===== config.mk =====
export PLATFORM = sky130hd
export DESIGN_NAME = igf_ingress_builder
export DESIGN_NICKNAME = d
export VERILOG_FILES = /design/src/verilog/igf_pkg.sv /design/src/verilog/igf_flywheel.sv /design/src/verilog/igf_ingress_builder.sv /design/src/verilog/igf_qual_builder.sv
export SDC_FILE = /design/constraint.sdc
export NUM_CORES = 1
export LEC_CHECK = 0
export BUFFER_PORTS_ARGS = -buffer_cell sky130_fd_sc_hd__clkbuf_2
export CORE_ASPECT_RATIO = 1.75
export CORE_MARGIN = 2
export CORE_UTILIZATION = 25
export DETAILED_ROUTE_END_ITERATION = 8
export MAX_ROUTING_LAYER = met4
export PLACE_DENSITY = 0.41
export SETUP_SLACK_MARGIN = 0.4
export SYNTH_ARGS = -nofsm -noshare
export SYNTH_HDL_FRONTEND = slang
export SYNTH_SLANG_ARGS = --single-unit

===== constraint.sdc =====
create_clock -name mclk -period 5.05 [get_ports mclk]
set_input_delay 0.7575 -clock mclk [delete_from_list [all_inputs] [get_ports mclk]]
set_output_delay 0.7575 -clock mclk [all_outputs]
set_load 0.03 [all_outputs]

===== src/verilog/igf_pkg.sv =====
// constants and helpers for the ingress grant flywheel packet builder
// Behaviour
// - each data or control header carries one subport grant and one send grant
// - idle packets skip flywheel selection and carry all 20 subport and 4 send grants
// - both flywheels keep advancing in packet cycles that carry idle packets
// - subport-type flywheel steps 000 to 011 for subports 0-3, then 100 for multicast
// - carried subport grant is picked by subport type together with grant priority
// - subport-type flywheel advances each time the priority flywheel wraps to zero
// - priority flywheel codes priorities 0-3 and picks both send and subport grant
// - priority flywheel advances every packet cycle, wrapping after the enabled count
// - four priorities give 20-cycle subport refresh and 4-cycle send refresh
// - idle qualifier byte carries our current flywheel status for far-end sync
// - subport grants go in idle bytes one, two, six and data qualifier byte
// - idle slice fill is D21.5, byte 7 K28.1 high and K28.5 low
// - side-channel byte carries a nibble in bits 0:3 copied into bits 4:7
// - high idle qualifier holds subport type in bit 0 and bits 6:7
// - low idle qualifier leaves bit 0 reserved, priority status in bits 6:7
// - idle qualifier sets bit 1 to parity and protection bits 2:3 to 00
// - idle qualifier bits 4:5 carry color, 00 blue, 01 red
// - idle byte one holds subports 0 and 2, byte two subports 1 and 3
// - extra grant byte holds multicast grants low nibble, send grants high nibble
// - a grant bit of one means active, zero inactive
// - header parity bit covers every header byte of configured length
// - data qualifier bit 5 is send grant high channel, subport grant low channel
package igf_pkg;
   localparam int          CLK_PERIOD_NS  = 4;
   localparam int          BYTE_PERIOD_NS = 8;
   localparam int          BYTE_CYCLES    = BYTE_PERIOD_NS / CLK_PERIOD_NS;
   localparam int          DIV_W          = 1;
   localparam int          SLICE_LEN      = 10;
   localparam int          IDX_W          = 4;
   localparam int          TYPE_W         = 3;
   localparam int          PRIO_W         = 2;
   localparam int          NUM_SUBPORTS   = 4;
   localparam int          NUM_PRIO       = 4;
   localparam int          BYTE_QUAL      = 0;
   localparam int          BYTE_ONE       = 1;
   localparam int          BYTE_TWO       = 2;
   localparam int          BYTE_SIDE      = 5;
   localparam int          BYTE_EXTRA     = 6;
   localparam int          BYTE_COMMA     = 7;
   localparam int          Q_EXT          = 0;
   localparam int          Q_PAR          = 1;
   localparam int          Q_GRANT        = 5;
   localparam logic [7:0]  CODE_D21_5     = 8'hB5;
   localparam logic [7:0]  CODE_K28_1     = 8'h3C;
   localparam logic [7:0]  CODE_K28_5     = 8'hBC;
   localparam logic [1:0]  PROT_IDLE      = 2'h0;
   localparam logic [2:0]  TYPE_MCAST     = 3'h4;
   localparam logic [2:0]  TYPE_RESET     = 3'h0;
   localparam logic [1:0]  PRIO_RESET     = 2'h0;

   function automatic logic oddParity(input logic [7:0] b);
      return ^b;
   endfunction
endpackage


===== src/verilog/igf_flywheel.sv =====
// subport-type and grant-priority flywheels of one ingress port
`timescale 1ns/1ps
module igf_flywheel
   import igf_pkg::*;
(
   input  wire logic              mclk,
   input  wire logic              rst_n,
   input  wire logic              advance,
   input  wire logic [PRIO_W-1:0] lastPrio,
   output logic      [TYPE_W-1:0] subType,
   output logic      [PRIO_W-1:0] prio
);
   wire              prioWrap      = advance && (prio == lastPrio);
   wire [PRIO_W-1:0] next_prio     = prioWrap ? PRIO_RESET : prio + 2'h1;
   wire [TYPE_W-1:0] next_subType  = (subType == TYPE_MCAST) ? TYPE_RESET
                                                            : subType + 3'h1;

   always_ff @(posedge mclk or negedge rst_n) begin
      if (!rst_n) begin
         prio    <= PRIO_RESET;
         subType <= TYPE_RESET;
      end else if (advance) begin
         prio <= next_prio;
         if (prioWrap) begin
            subType <= next_subType;
         end
      end
   end
endmodule


===== src/verilog/igf_ingress_builder.sv =====
// ingress packet builder: grant flywheels, idle and data master slices on two channels
`timescale 1ns/1ps
module igf_ingress_builder
   import igf_pkg::*;
#(
   parameter int SLICE_BYTES = SLICE_LEN
)(
   input  wire logic                   mclk,
   input  wire logic                   rst_n,
   input  wire logic [PRIO_W-1:0]      lastPrio,
   input  wire logic                   headerLen3,
   input  wire logic [1:0]             color,
   input  wire logic [3:0]             sideNibble,
   input  wire logic [15:0]            oqGrant,
   input  wire logic [3:0]             mcGrant,
   input  wire logic [3:0]             sendGrant,
   input  wire logic                   pktReq,
   input  wire logic                   extBitmapHi,
   input  wire logic                   extBitmapLo,
   input  wire logic [1:0]             protectionHi,
   input  wire logic [1:0]             protectionLo,
   input  wire logic                   bestEffortHi,
   input  wire logic                   bestEffortLo,
   input  wire logic [1:0]             pktPrioHi,
   input  wire logic [1:0]             pktPrioLo,
   input  wire logic [7:0]             bitmapOneHi,
   input  wire logic [7:0]             bitmapTwoHi,
   input  wire logic [7:0]             bitmapOneLo,
   input  wire logic [7:0]             bitmapTwoLo,
   input  wire logic [7:0]             payloadHi,
   input  wire logic [7:0]             payloadLo,
   output logic                        pktTaken,
   output logic                        byteValid,
   output logic      [IDX_W-1:0]       byteIndex,
   output logic                        pktIdle,
   output logic                        payloadTake,
   output logic      [7:0]             txHi,
   output logic                        txKHi,
   output logic      [7:0]             txLo,
   output logic                        txKLo,
   output logic      [7:0]             slaveHi,
   output logic                        slaveKHi,
   output logic      [7:0]             slaveLo,
   output logic                        slaveKLo,
   output logic      [TYPE_W-1:0]      fwSubType,
   output logic      [PRIO_W-1:0]      fwPrio
);
   typedef enum logic [1:0] {
      ST_PRIME  = 2'h0,
      ST_STREAM = 2'h1
   } igf_state_type;

   igf_state_type    state;
   logic [DIV_W-1:0] divCnt;
   logic [IDX_W-1:0] idx;
   logic             curIdle;
   logic             curLen3;
   logic [7:0]       qualHi;
   logic [7:0]       qualLo;
   logic [7:0]       oneHi;
   logic [7:0]       oneLo;
   logic [7:0]       twoHi;
   logic [7:0]       twoLo;
   logic [7:0]       sideByte;
   logic [7:0]       extraByte;
   logic [7:0]       nextQualHi;
   logic [7:0]       nextQualLo;

   // returns {control flag, byte} for one position of a master slice
   function automatic logic [8:0] masterByte(
      input logic [IDX_W-1:0] pos,
      input logic             idle,
      input logic             len3,
      input logic [7:0]       q,
      input logic [7:0]       one,
      input logic [7:0]       two,
      input logic [7:0]       side,
      input logic [7:0]       extra,
      input logic [7:0]       pay,
      input logic [7:0]       comma
   );
      logic [8:0] r;
      r = {1'b0, idle ? CODE_D21_5 : pay};
      if (pos == IDX_W'(BYTE_QUAL)) begin
         r = {1'b0, q};
      end else if (pos == IDX_W'(BYTE_ONE)) begin
         r = {1'b0, one};
      end else if (pos == IDX_W'(BYTE_TWO) && (idle || len3)) begin
         r = {1'b0, two};
      end else if (idle && pos == IDX_W'(BYTE_SIDE)) begin
         r = {1'b0, side};
      end else if (idle && pos == IDX_W'(BYTE_EXTRA)) begin
         r = {1'b0, extra};
      end else if (idle && pos == IDX_W'(BYTE_COMMA)) begin
         r = {1'b1, comma};
      end
      return r;
   endfunction

   // one byte per channel every other clock: channels run at half the clock rate
   wire byteEn   = divCnt == DIV_W'(BYTE_CYCLES - 1);
   wire lastByte = idx == IDX_W'(SLICE_BYTES - 1);
   wire loadPkt  = byteEn && (state == ST_PRIME || lastByte);
   // no request at a packet boundary means the link must still carry an idle packet
   wire takeData = loadPkt && pktReq;
   wire emit     = byteEn && state == ST_STREAM;

   // grants picked by the flywheels for data and control headers
   wire [3:0] typeGrants = (fwSubType == TYPE_MCAST) ? mcGrant
                         : oqGrant[4 * fwSubType[1:0] +: NUM_PRIO];
   wire       subSel     = typeGrants[fwPrio];
   wire       sendSel    = sendGrant[fwPrio];

   // idle headers carry the full grant set, flywheels pick none of those grants
   wire [7:0] idleOne    = {oqGrant[11:8], oqGrant[3:0]};
   wire [7:0] idleTwo    = {oqGrant[15:12], oqGrant[7:4]};
   wire [7:0] idleExtra  = {sendGrant, mcGrant};
   wire [7:0] idleSide   = {sideNibble, sideNibble};
   wire [7:0] loadOneHi  = pktReq ? bitmapOneHi : idleOne;
   wire [7:0] loadTwoHi  = pktReq ? bitmapTwoHi : idleTwo;
   wire [7:0] loadOneLo  = pktReq ? bitmapOneLo : idleOne;
   wire [7:0] loadTwoLo  = pktReq ? bitmapTwoLo : idleTwo;

   wire [8:0] selHi = masterByte(idx, curIdle, curLen3, qualHi, oneHi, twoHi,
                                 sideByte, extraByte, payloadHi, CODE_K28_1);
   wire [8:0] selLo = masterByte(idx, curIdle, curLen3, qualLo, oneLo, twoLo,
                                 sideByte, extraByte, payloadLo, CODE_K28_5);
   wire       isComma   = idx == IDX_W'(BYTE_COMMA);
   wire       hdrEnd    = idx > IDX_W'(curLen3 ? BYTE_TWO : BYTE_ONE);
   wire       usesPay   = !curIdle && hdrEnd;

   igf_flywheel u_flywheel (
      .mclk     (mclk),
      .rst_n    (rst_n),
      .advance  (loadPkt),
      .lastPrio (lastPrio),
      .subType  (fwSubType),
      .prio     (fwPrio)
   );

   igf_qual_builder u_qual_hi (
      .isIdle     (!pktReq),
      .lowChan    (1'b0),
      .headerLen3 (headerLen3),
      .subType    (fwSubType),
      .prio       (fwPrio),
      .color      (color),
      .extBitmap  (extBitmapHi),
      .protection (protectionHi),
      .bestEffort (bestEffortHi),
      .pktPrio    (pktPrioHi),
      .grantBit   (sendSel),
      .hdrOne     (loadOneHi),
      .hdrTwo     (loadTwoHi),
      .qual       (nextQualHi)
   );

   igf_qual_builder u_qual_lo (
      .isIdle     (!pktReq),
      .lowChan    (1'b1),
      .headerLen3 (headerLen3),
      .subType    (fwSubType),
      .prio       (fwPrio),
      .color      (color),
      .extBitmap  (extBitmapLo),
      .protection (protectionLo),
      .bestEffort (bestEffortLo),
      .pktPrio    (pktPrioLo),
      .grantBit   (subSel),
      .hdrOne     (loadOneLo),
      .hdrTwo     (loadTwoLo),
      .qual       (nextQualLo)
   );

   always_ff @(posedge mclk or negedge rst_n) begin
      if (!rst_n) begin
         divCnt <= '0;
         state  <= ST_PRIME;
         idx    <= '0;
      end else begin
         divCnt <= byteEn ? '0 : divCnt + DIV_W'(1);
         if (loadPkt) begin
            state <= ST_STREAM;
            idx   <= '0;
         end else if (emit) begin
            idx <= idx + IDX_W'(1);
         end
      end
   end

   // header of the next packet is latched while the last byte of this one goes out
   always_ff @(posedge mclk or negedge rst_n) begin
      if (!rst_n) begin
         curIdle   <= 1'b1;
         curLen3   <= 1'b0;
         qualHi    <= 8'h00;
         qualLo    <= 8'h00;
         oneHi     <= 8'h00;
         oneLo     <= 8'h00;
         twoHi     <= 8'h00;
         twoLo     <= 8'h00;
         sideByte  <= 8'h00;
         extraByte <= 8'h00;
      end else if (loadPkt) begin
         curIdle   <= !pktReq;
         curLen3   <= headerLen3;
         qualHi    <= nextQualHi;
         qualLo    <= nextQualLo;
         oneHi     <= loadOneHi;
         oneLo     <= loadOneLo;
         twoHi     <= loadTwoHi;
         twoLo     <= loadTwoLo;
         sideByte  <= idleSide;
         extraByte <= idleExtra;
      end
   end

   always_ff @(posedge mclk or negedge rst_n) begin
      if (!rst_n) begin
         pktTaken    <= 1'b0;
         byteValid   <= 1'b0;
         byteIndex   <= '0;
         pktIdle     <= 1'b1;
         payloadTake <= 1'b0;
         txHi        <= 8'h00;
         txKHi       <= 1'b0;
         txLo        <= 8'h00;
         txKLo       <= 1'b0;
         slaveHi     <= 8'h00;
         slaveKHi    <= 1'b0;
         slaveLo     <= 8'h00;
         slaveKLo    <= 1'b0;
      end else begin
         pktTaken    <= takeData;
         byteValid   <= emit;
         payloadTake <= emit && usesPay;
         if (emit) begin
            byteIndex <= idx;
            pktIdle   <= curIdle;
            {txKHi, txHi} <= selHi;
            {txKLo, txLo} <= selLo;
            // slave slices of an idle packet repeat the fill and comma pattern
            {slaveKHi, slaveHi} <= !curIdle ? {1'b0, payloadHi}
                                 : isComma  ? {1'b1, CODE_K28_1} : {1'b0, CODE_D21_5};
            {slaveKLo, slaveLo} <= !curIdle ? {1'b0, payloadLo}
                                 : isComma  ? {1'b1, CODE_K28_5} : {1'b0, CODE_D21_5};
         end
      end
   end

   wire hdrParHi = oddParity(qualHi) ^ oddParity(oneHi) ^ (curLen3 & oddParity(twoHi));
   wire hdrParLo = oddParity(qualLo) ^ oddParity(oneLo) ^ (curLen3 & oddParity(twoLo));
endmodule


===== src/verilog/igf_qual_builder.sv =====
// qualifier byte builder for one channel, idle or data form, with parity
`timescale 1ns/1ps
module igf_qual_builder
   import igf_pkg::*;
(
   input  wire logic              isIdle,
   input  wire logic              lowChan,
   input  wire logic              headerLen3,
   input  wire logic [TYPE_W-1:0] subType,
   input  wire logic [PRIO_W-1:0] prio,
   input  wire logic [1:0]        color,
   input  wire logic              extBitmap,
   input  wire logic [1:0]        protection,
   input  wire logic              bestEffort,
   input  wire logic [1:0]        pktPrio,
   input  wire logic              grantBit,
   input  wire logic [7:0]        hdrOne,
   input  wire logic [7:0]        hdrTwo,
   output logic      [7:0]        qual
);
   wire [1:0] statusTop  = lowChan ? prio : subType[2:1];
   wire       statusLow  = lowChan ? 1'b0 : subType[0];
   wire [7:0] idleBody   = {statusTop, color, PROT_IDLE, 1'b0, statusLow};
   wire [7:0] dataBody   = {pktPrio, grantBit, bestEffort, protection, 1'b0, extBitmap};
   wire [7:0] body       = isIdle ? idleBody : dataBody;
   wire       twoPar     = headerLen3 ? oddParity(hdrTwo) : 1'b0;
   // parity bit is one when the other header bits hold an odd count of ones
   wire       parityBit  = oddParity(body) ^ oddParity(hdrOne) ^ twoPar;

   always_comb begin
      qual        = body;
      qual[Q_PAR] = parityBit;
   end
endmodule

# After elaboration in Yosys (flattened, before gate mapping)
# Index checks and enable logic that the tools add are counted.
dict set report totals {
  register_bits 121
  elab_cells 108
  out_inout_bits 49
  input_bits 96
}
dict set report op_classes {
  addsub 4
  n_eq_ne 8
  shifts 1
  n_bitwise 4
  n_mux 37
  n_lt_le_gt_ge 2
  n_reduce_logical 24
}
# operator n
set ops {}
lappend ops {{$mux 9} 16}
lappend ops {{$mux 8} 8}
lappend ops {{$reduce_xor 8->1} 6}
lappend ops {{$shiftx 16x5->4} 1}
lappend ops {{$eq 4x3->1 const B} 3}
lappend ops {{$mux 4} 3}
lappend ops {{$logic_and 1x1->1} 10}
lappend ops {{$mux 1} 5}
lappend ops {{$add 4x1->4 const B} 1}
lappend ops {{$bmux 1 s2} 2}
lappend ops {{$eq 4x1->1 const B} 1}
lappend ops {{$eq 4x2->1 const B} 1}
lappend ops {{$eq 4x4->1 const B} 1}
lappend ops {{$gt 4x2->1} 1}
lappend ops {{$logic_not 4->1} 1}
lappend ops {{$mux 2} 2}
lappend ops {{$xor 1x1->1} 4}
lappend ops {{$add 3x1->3 const B} 1}
lappend ops {{$eq 3x3->1 const B} 1}
lappend ops {{$lt 2x3->1 const B} 1}
lappend ops {{$mux 3} 1}
lappend ops {{$add 2x1->2 const B} 1}
lappend ops {{$eq 2x2->1} 1}
lappend ops {{$logic_not 1->1} 2}
lappend ops {{5 further kinds} 6}

# Depth between registers and ports, before layout
dict set report depth {
  depth_word 8
  mapped_depth 10
  depth_no_buf 9
}

# By module
# Synthesis repeated with hierarchy kept, for this count alone.
dict set report unflattened {
  cells_unflattened 678
  hier_area_um2 6520.0
}
# mod n_inst cells_each area_per_inst_um2 seq_area_each_um2
set modules_own_cells {}
lappend modules_own_cells {igf_ingress_builder 1 573 5579.1 2755.1}
lappend modules_own_cells {igf_qual_builder 2 40 326.6 0.0}
lappend modules_own_cells {igf_flywheel 1 25 287.8 125.1}

# Worst setup path before layout
# Ideal clock, no wire load.
dict set report synth_path {
  path_type {input -> register}
  start {input port pktReq}
  end {register oneHi[6]}
  cell_stages 7
  slack_ps 2796
  setup_time_ps 77
  path_buffers 5
  arrival_ps 2176
  required_ps 4973
  cell_sequence {buf_2 > buf_2 > clkbuf_1 > buf_2 > clkbuf_1 > a21oi_1 > a21oi_1}
}
dict set report synth_via {
  elab_chain_cells 1
}
# item line_no
set synth_rtl {}
lappend synth_rtl {{start, declared} igf_ingress_builder.sv:17} ;# input wire logic pktReq,
lappend synth_rtl {{$mux 8} igf_ingress_builder.sv:119} ;# wire [7:0] loadOneHi = pktReq ? bitmapOneHi : idleOne;
lappend synth_rtl {{end signal, assigned} igf_ingress_builder.sv:209} ;# oneHi <= loadOneHi;
lappend synth_rtl {{end, declared} igf_ingress_builder.sv:60} ;# logic [7:0] oneHi;
# No other way between the ends.
# A chain may end at the register's enable or synchronous reset.

# Worst setup path after layout
dict set report layout_path {
  start {register idx[1]}
  end {register twoLo[6]}
}
dict set report layout_via {
  elab_chain_cells 3
}
# item line_no
set layout_rtl {}
lappend layout_rtl {{start, declared} igf_ingress_builder.sv:55} ;# logic [IDX_W-1:0] idx;
lappend layout_rtl {{start signal, assigned} igf_ingress_builder.sv:186} ;# idx <= idx + IDX_W'(1);
lappend layout_rtl {{$eq 4x4->1} igf_ingress_builder.sv:102} ;# wire lastByte = idx == IDX_W'(SLICE_BYTES - 1);
lappend layout_rtl {{$logic_or 1x1->1} igf_ingress_builder.sv:103} ;# wire loadPkt = byteEn && (state == ST_PRIME || lastByte);
lappend layout_rtl {{$logic_and 1x1->1} igf_ingress_builder.sv:103}
lappend layout_rtl {{end signal, assigned} igf_ingress_builder.sv:212} ;# twoLo <= loadTwoLo;
lappend layout_rtl {{end, declared} igf_ingress_builder.sv:63} ;# logic [7:0] twoLo;
# No other way between the ends.

==> out/metrics.cfg <==
[timing]
timing.final.crit_period_ps=2940
clock.fmax_mhz=340
worstMarginPinSlew_ps=1150
setup_viol=0
max_slew_margin_pct=22.9
rsz0062_at_grt=no
clock_skew_ps=8.66
hold_viol_final=0
fin_tns_setup_ps=0
min_period_over_period_pct=58.2
finalMaxSlewViolations=0

[final_layout]
final_nets=951
multi_input_area_um2=3260
diodes=0
final-seq-area_um2=2880
syn_to_final_growth_pct=25.2
drive_above_1_share_pct=23.0
fin_area_um2=7990
nFillCells=2709

[setup_path]
start_kind=flip-flop
r2r_setup_slack_ps=2110
path_cells=inv_1 -> ha_1 -> nand3b_1 -> a21oi_4 -> buf_4 -> nor2_1 -> a21oi_1
crit_required_ps=5400
crit_start=idx[1]$_DFFE_PN0P_
r2r_start=idx[1]$_DFFE_PN0P_
worstSetupPathType=flip-flop to flip-flop
cp_max_fo=41
max_stage_delay_ps=880
rr_worst_depth=7
worstReg2RegEnd=twoLo[6]$_DFFE_PN0P_
cp_slowest_cell=a21oi_4
worstSetupEndpointType=flip-flop
crit_arrival_ps=3290

[place]
portBuffers=144
place_area_um2=7370
dp_hpwl_um=18200
gp_congestion=0.877

[detailed_routing]
routedWlPerCell_um=19.5
drtIter0Drc=274
drt_wl_total_um=22900
routed_via_density=4.67
dr.pass1.iters=6
drc=0
antenna_left=0
vias=5487

[synth]
synth_edf_count=0
synth_area_leaders=dfrtp_1 (44%), a21oi_1 (8.2%), nand2_1 (6.4%)
synth_async_sr_flop_share_pct=100
postSynthAreaPerCell_um2=8.79
synth_common_cells=dfrtp_1 (113), nand2_1 (109), a21oi_1 (105), nor2_1 (80), o21ai_0 (52)
ys_seq_area_share_pct=45.1
yosysMostFrequentCell=dfrtp_1
synthCells=726
synthFlopType=dfrtp_1
netlist.top_cell.by_area=dfrtp_1
ys_warn_count=0
ys_types=45
synth-seq-cells=115
syn_area_um2=6380
yosysTopAreaCellShare_pct=44.3
syn_nets=830

[cts]
cts_inserted_buffers=17
post-cts-setup-buffers=0
path_clk_slew_ps=60
htree_levels=4
cts.sinks=115
tritoncts=yes
clock_path_buffers=2
postCtsHoldBufs=0
clkLatencyLatePin_ps=420
cts_resized=0
root_buffer=clkbuf_16

[floorplanning]
start_util_pct=25.4
die_area_um2=26900
fp.coreArea_um2=25100
die_height_um=215
rows=77
num_io_pins=145
die-width_um=125

[pwr]
p_total_mw=2.83
power_density_nw_per_um2=355
ir_drop_mv=0.230
p_leak_nw=3.65

[global_routing]
grt_pass1_vias=5587
grt_max_degree=62
overflow=0
grt_pass1_wl_um=34600
antenna_found_initial=0
grt_util_all_layers_pct=18.0

[run_status]
status=completed

[job]
cap_viol_max_count=0

[min_path]
hp-class=primary input to async pin

[metal layers]
layer / GRT usage (%) / routed length, um
met1: 19.1 / 8910
met2: 32.3 / 12500
met3: 2.86 / 677
met4: 8.50 / 871
met5: - / 0
[cell type report]
type / instances / share of cell area, %
multi-input cells: 550 / 40.8
flip-flops and latches: 115 / 36.0
repair buffers: 155 / 10.1
clock buffers: 22 / 5.81
well taps: 316 / 4.95
clock inverters: 10 / 1.94
inverters: 8 / 0.376
[worst max-delay path, delay by kind of cell (launching register included)]
family | cells | cell delay, ps
AOI/OAI and AO/OA | 2 | 990
and+or+nand+nor | 2 | 390
adders and majority gates | 1 | 470
DFF | 1 | 430
buffers and inverters | 2 | 570
[power breakdown]
group          internal, mW  switching (mW)  total (mW)
Clock                 0.847           0.421        1.27
Sequential            0.992          0.0711        1.06
Combinational         0.220           0.282       0.502
Total                  2.06           0.774        2.83
[worst max-delay path by stage]
stage / cells past startpoint / endpoint / slack [ps]
floorplan: 7 / oneHi[6]$_DFFE_PN0P_ / 2800
global placement: 8 / qualLo[1]$_DFFE_PN0P_ / 2060
detailed placement: 8 / qualHi[1]$_DFFE_PN0P_ / 2030
CTS: 7 / twoLo[4]$_DFFE_PN0P_ / 2070
global route: 7 / twoHi[4]$_DFFE_PN0P_ / 1720
finish: 7 / twoLo[6]$_DFFE_PN0P_ / 2110
[metrics by stage]
stage / hold WS [ps] / cells / utilization (%) / setup slack [ps]
5_1_grt: 115 / 1176 / 31.8 / 1720
2_1_floorplan: 433 / 726 / - / 2800
6_report: 130 / 1176 / 31.8 / 2110
4_1_cts: 109 / 1176 / 31.8 / 2070
3_3_place_gp: 453 / 1144 / 29.3 / 2060
3_5_place_dp: 459 / 1144 / 29.3 / 2030
[cells in the final DEF (no fill, tap or decap), drive strengths merged, types with 2 or more instances in the layout]
cell type | Yosys | layout
a211oi | 20 | 20
a21o | 4 | 4
a21oi | 106 | 106
a22o | 3 | 3
a22oi | 2 | 2
a31oi | 2 | 2
and2 | 2 | 2
buf | 14 | 13
bufinv | 0 | 4
clkbuf | 39 | 164
clkinv | 0 | 4
clkinvlp | 0 | 2
dfrtp | 113 | 113
dfstp | 2 | 2
ha | 8 | 8
inv | 8 | 8
mux2 | 3 | 3
mux2i | 22 | 22
mux4 | 5 | 5
nand2 | 109 | 109
nand2b | 4 | 4
nand3 | 10 | 10
nand3b | 4 | 4
nor2 | 80 | 80
nor2b | 22 | 22
nor3 | 7 | 7
o21a | 3 | 3
o21ai | 53 | 53
o221ai | 2 | 2
o31ai | 9 | 9
xnor2 | 40 | 40
xnor3 | 2 | 2
xor2 | 20 | 20
[kinds of logic (layout without fill, tap and decap cells)]
group,Yosys count,in the layout,synth area share (%)
simple gates,243,243,16.2
flops,115,115,45.1
compound gates,207,207,18.3
mux,30,30,5.80
fa+ha+maj,8,8,1.57
xor+xnor,62,62,8.94
buf+inv,61,195,4.04
(Power assumes the default switching activity.)
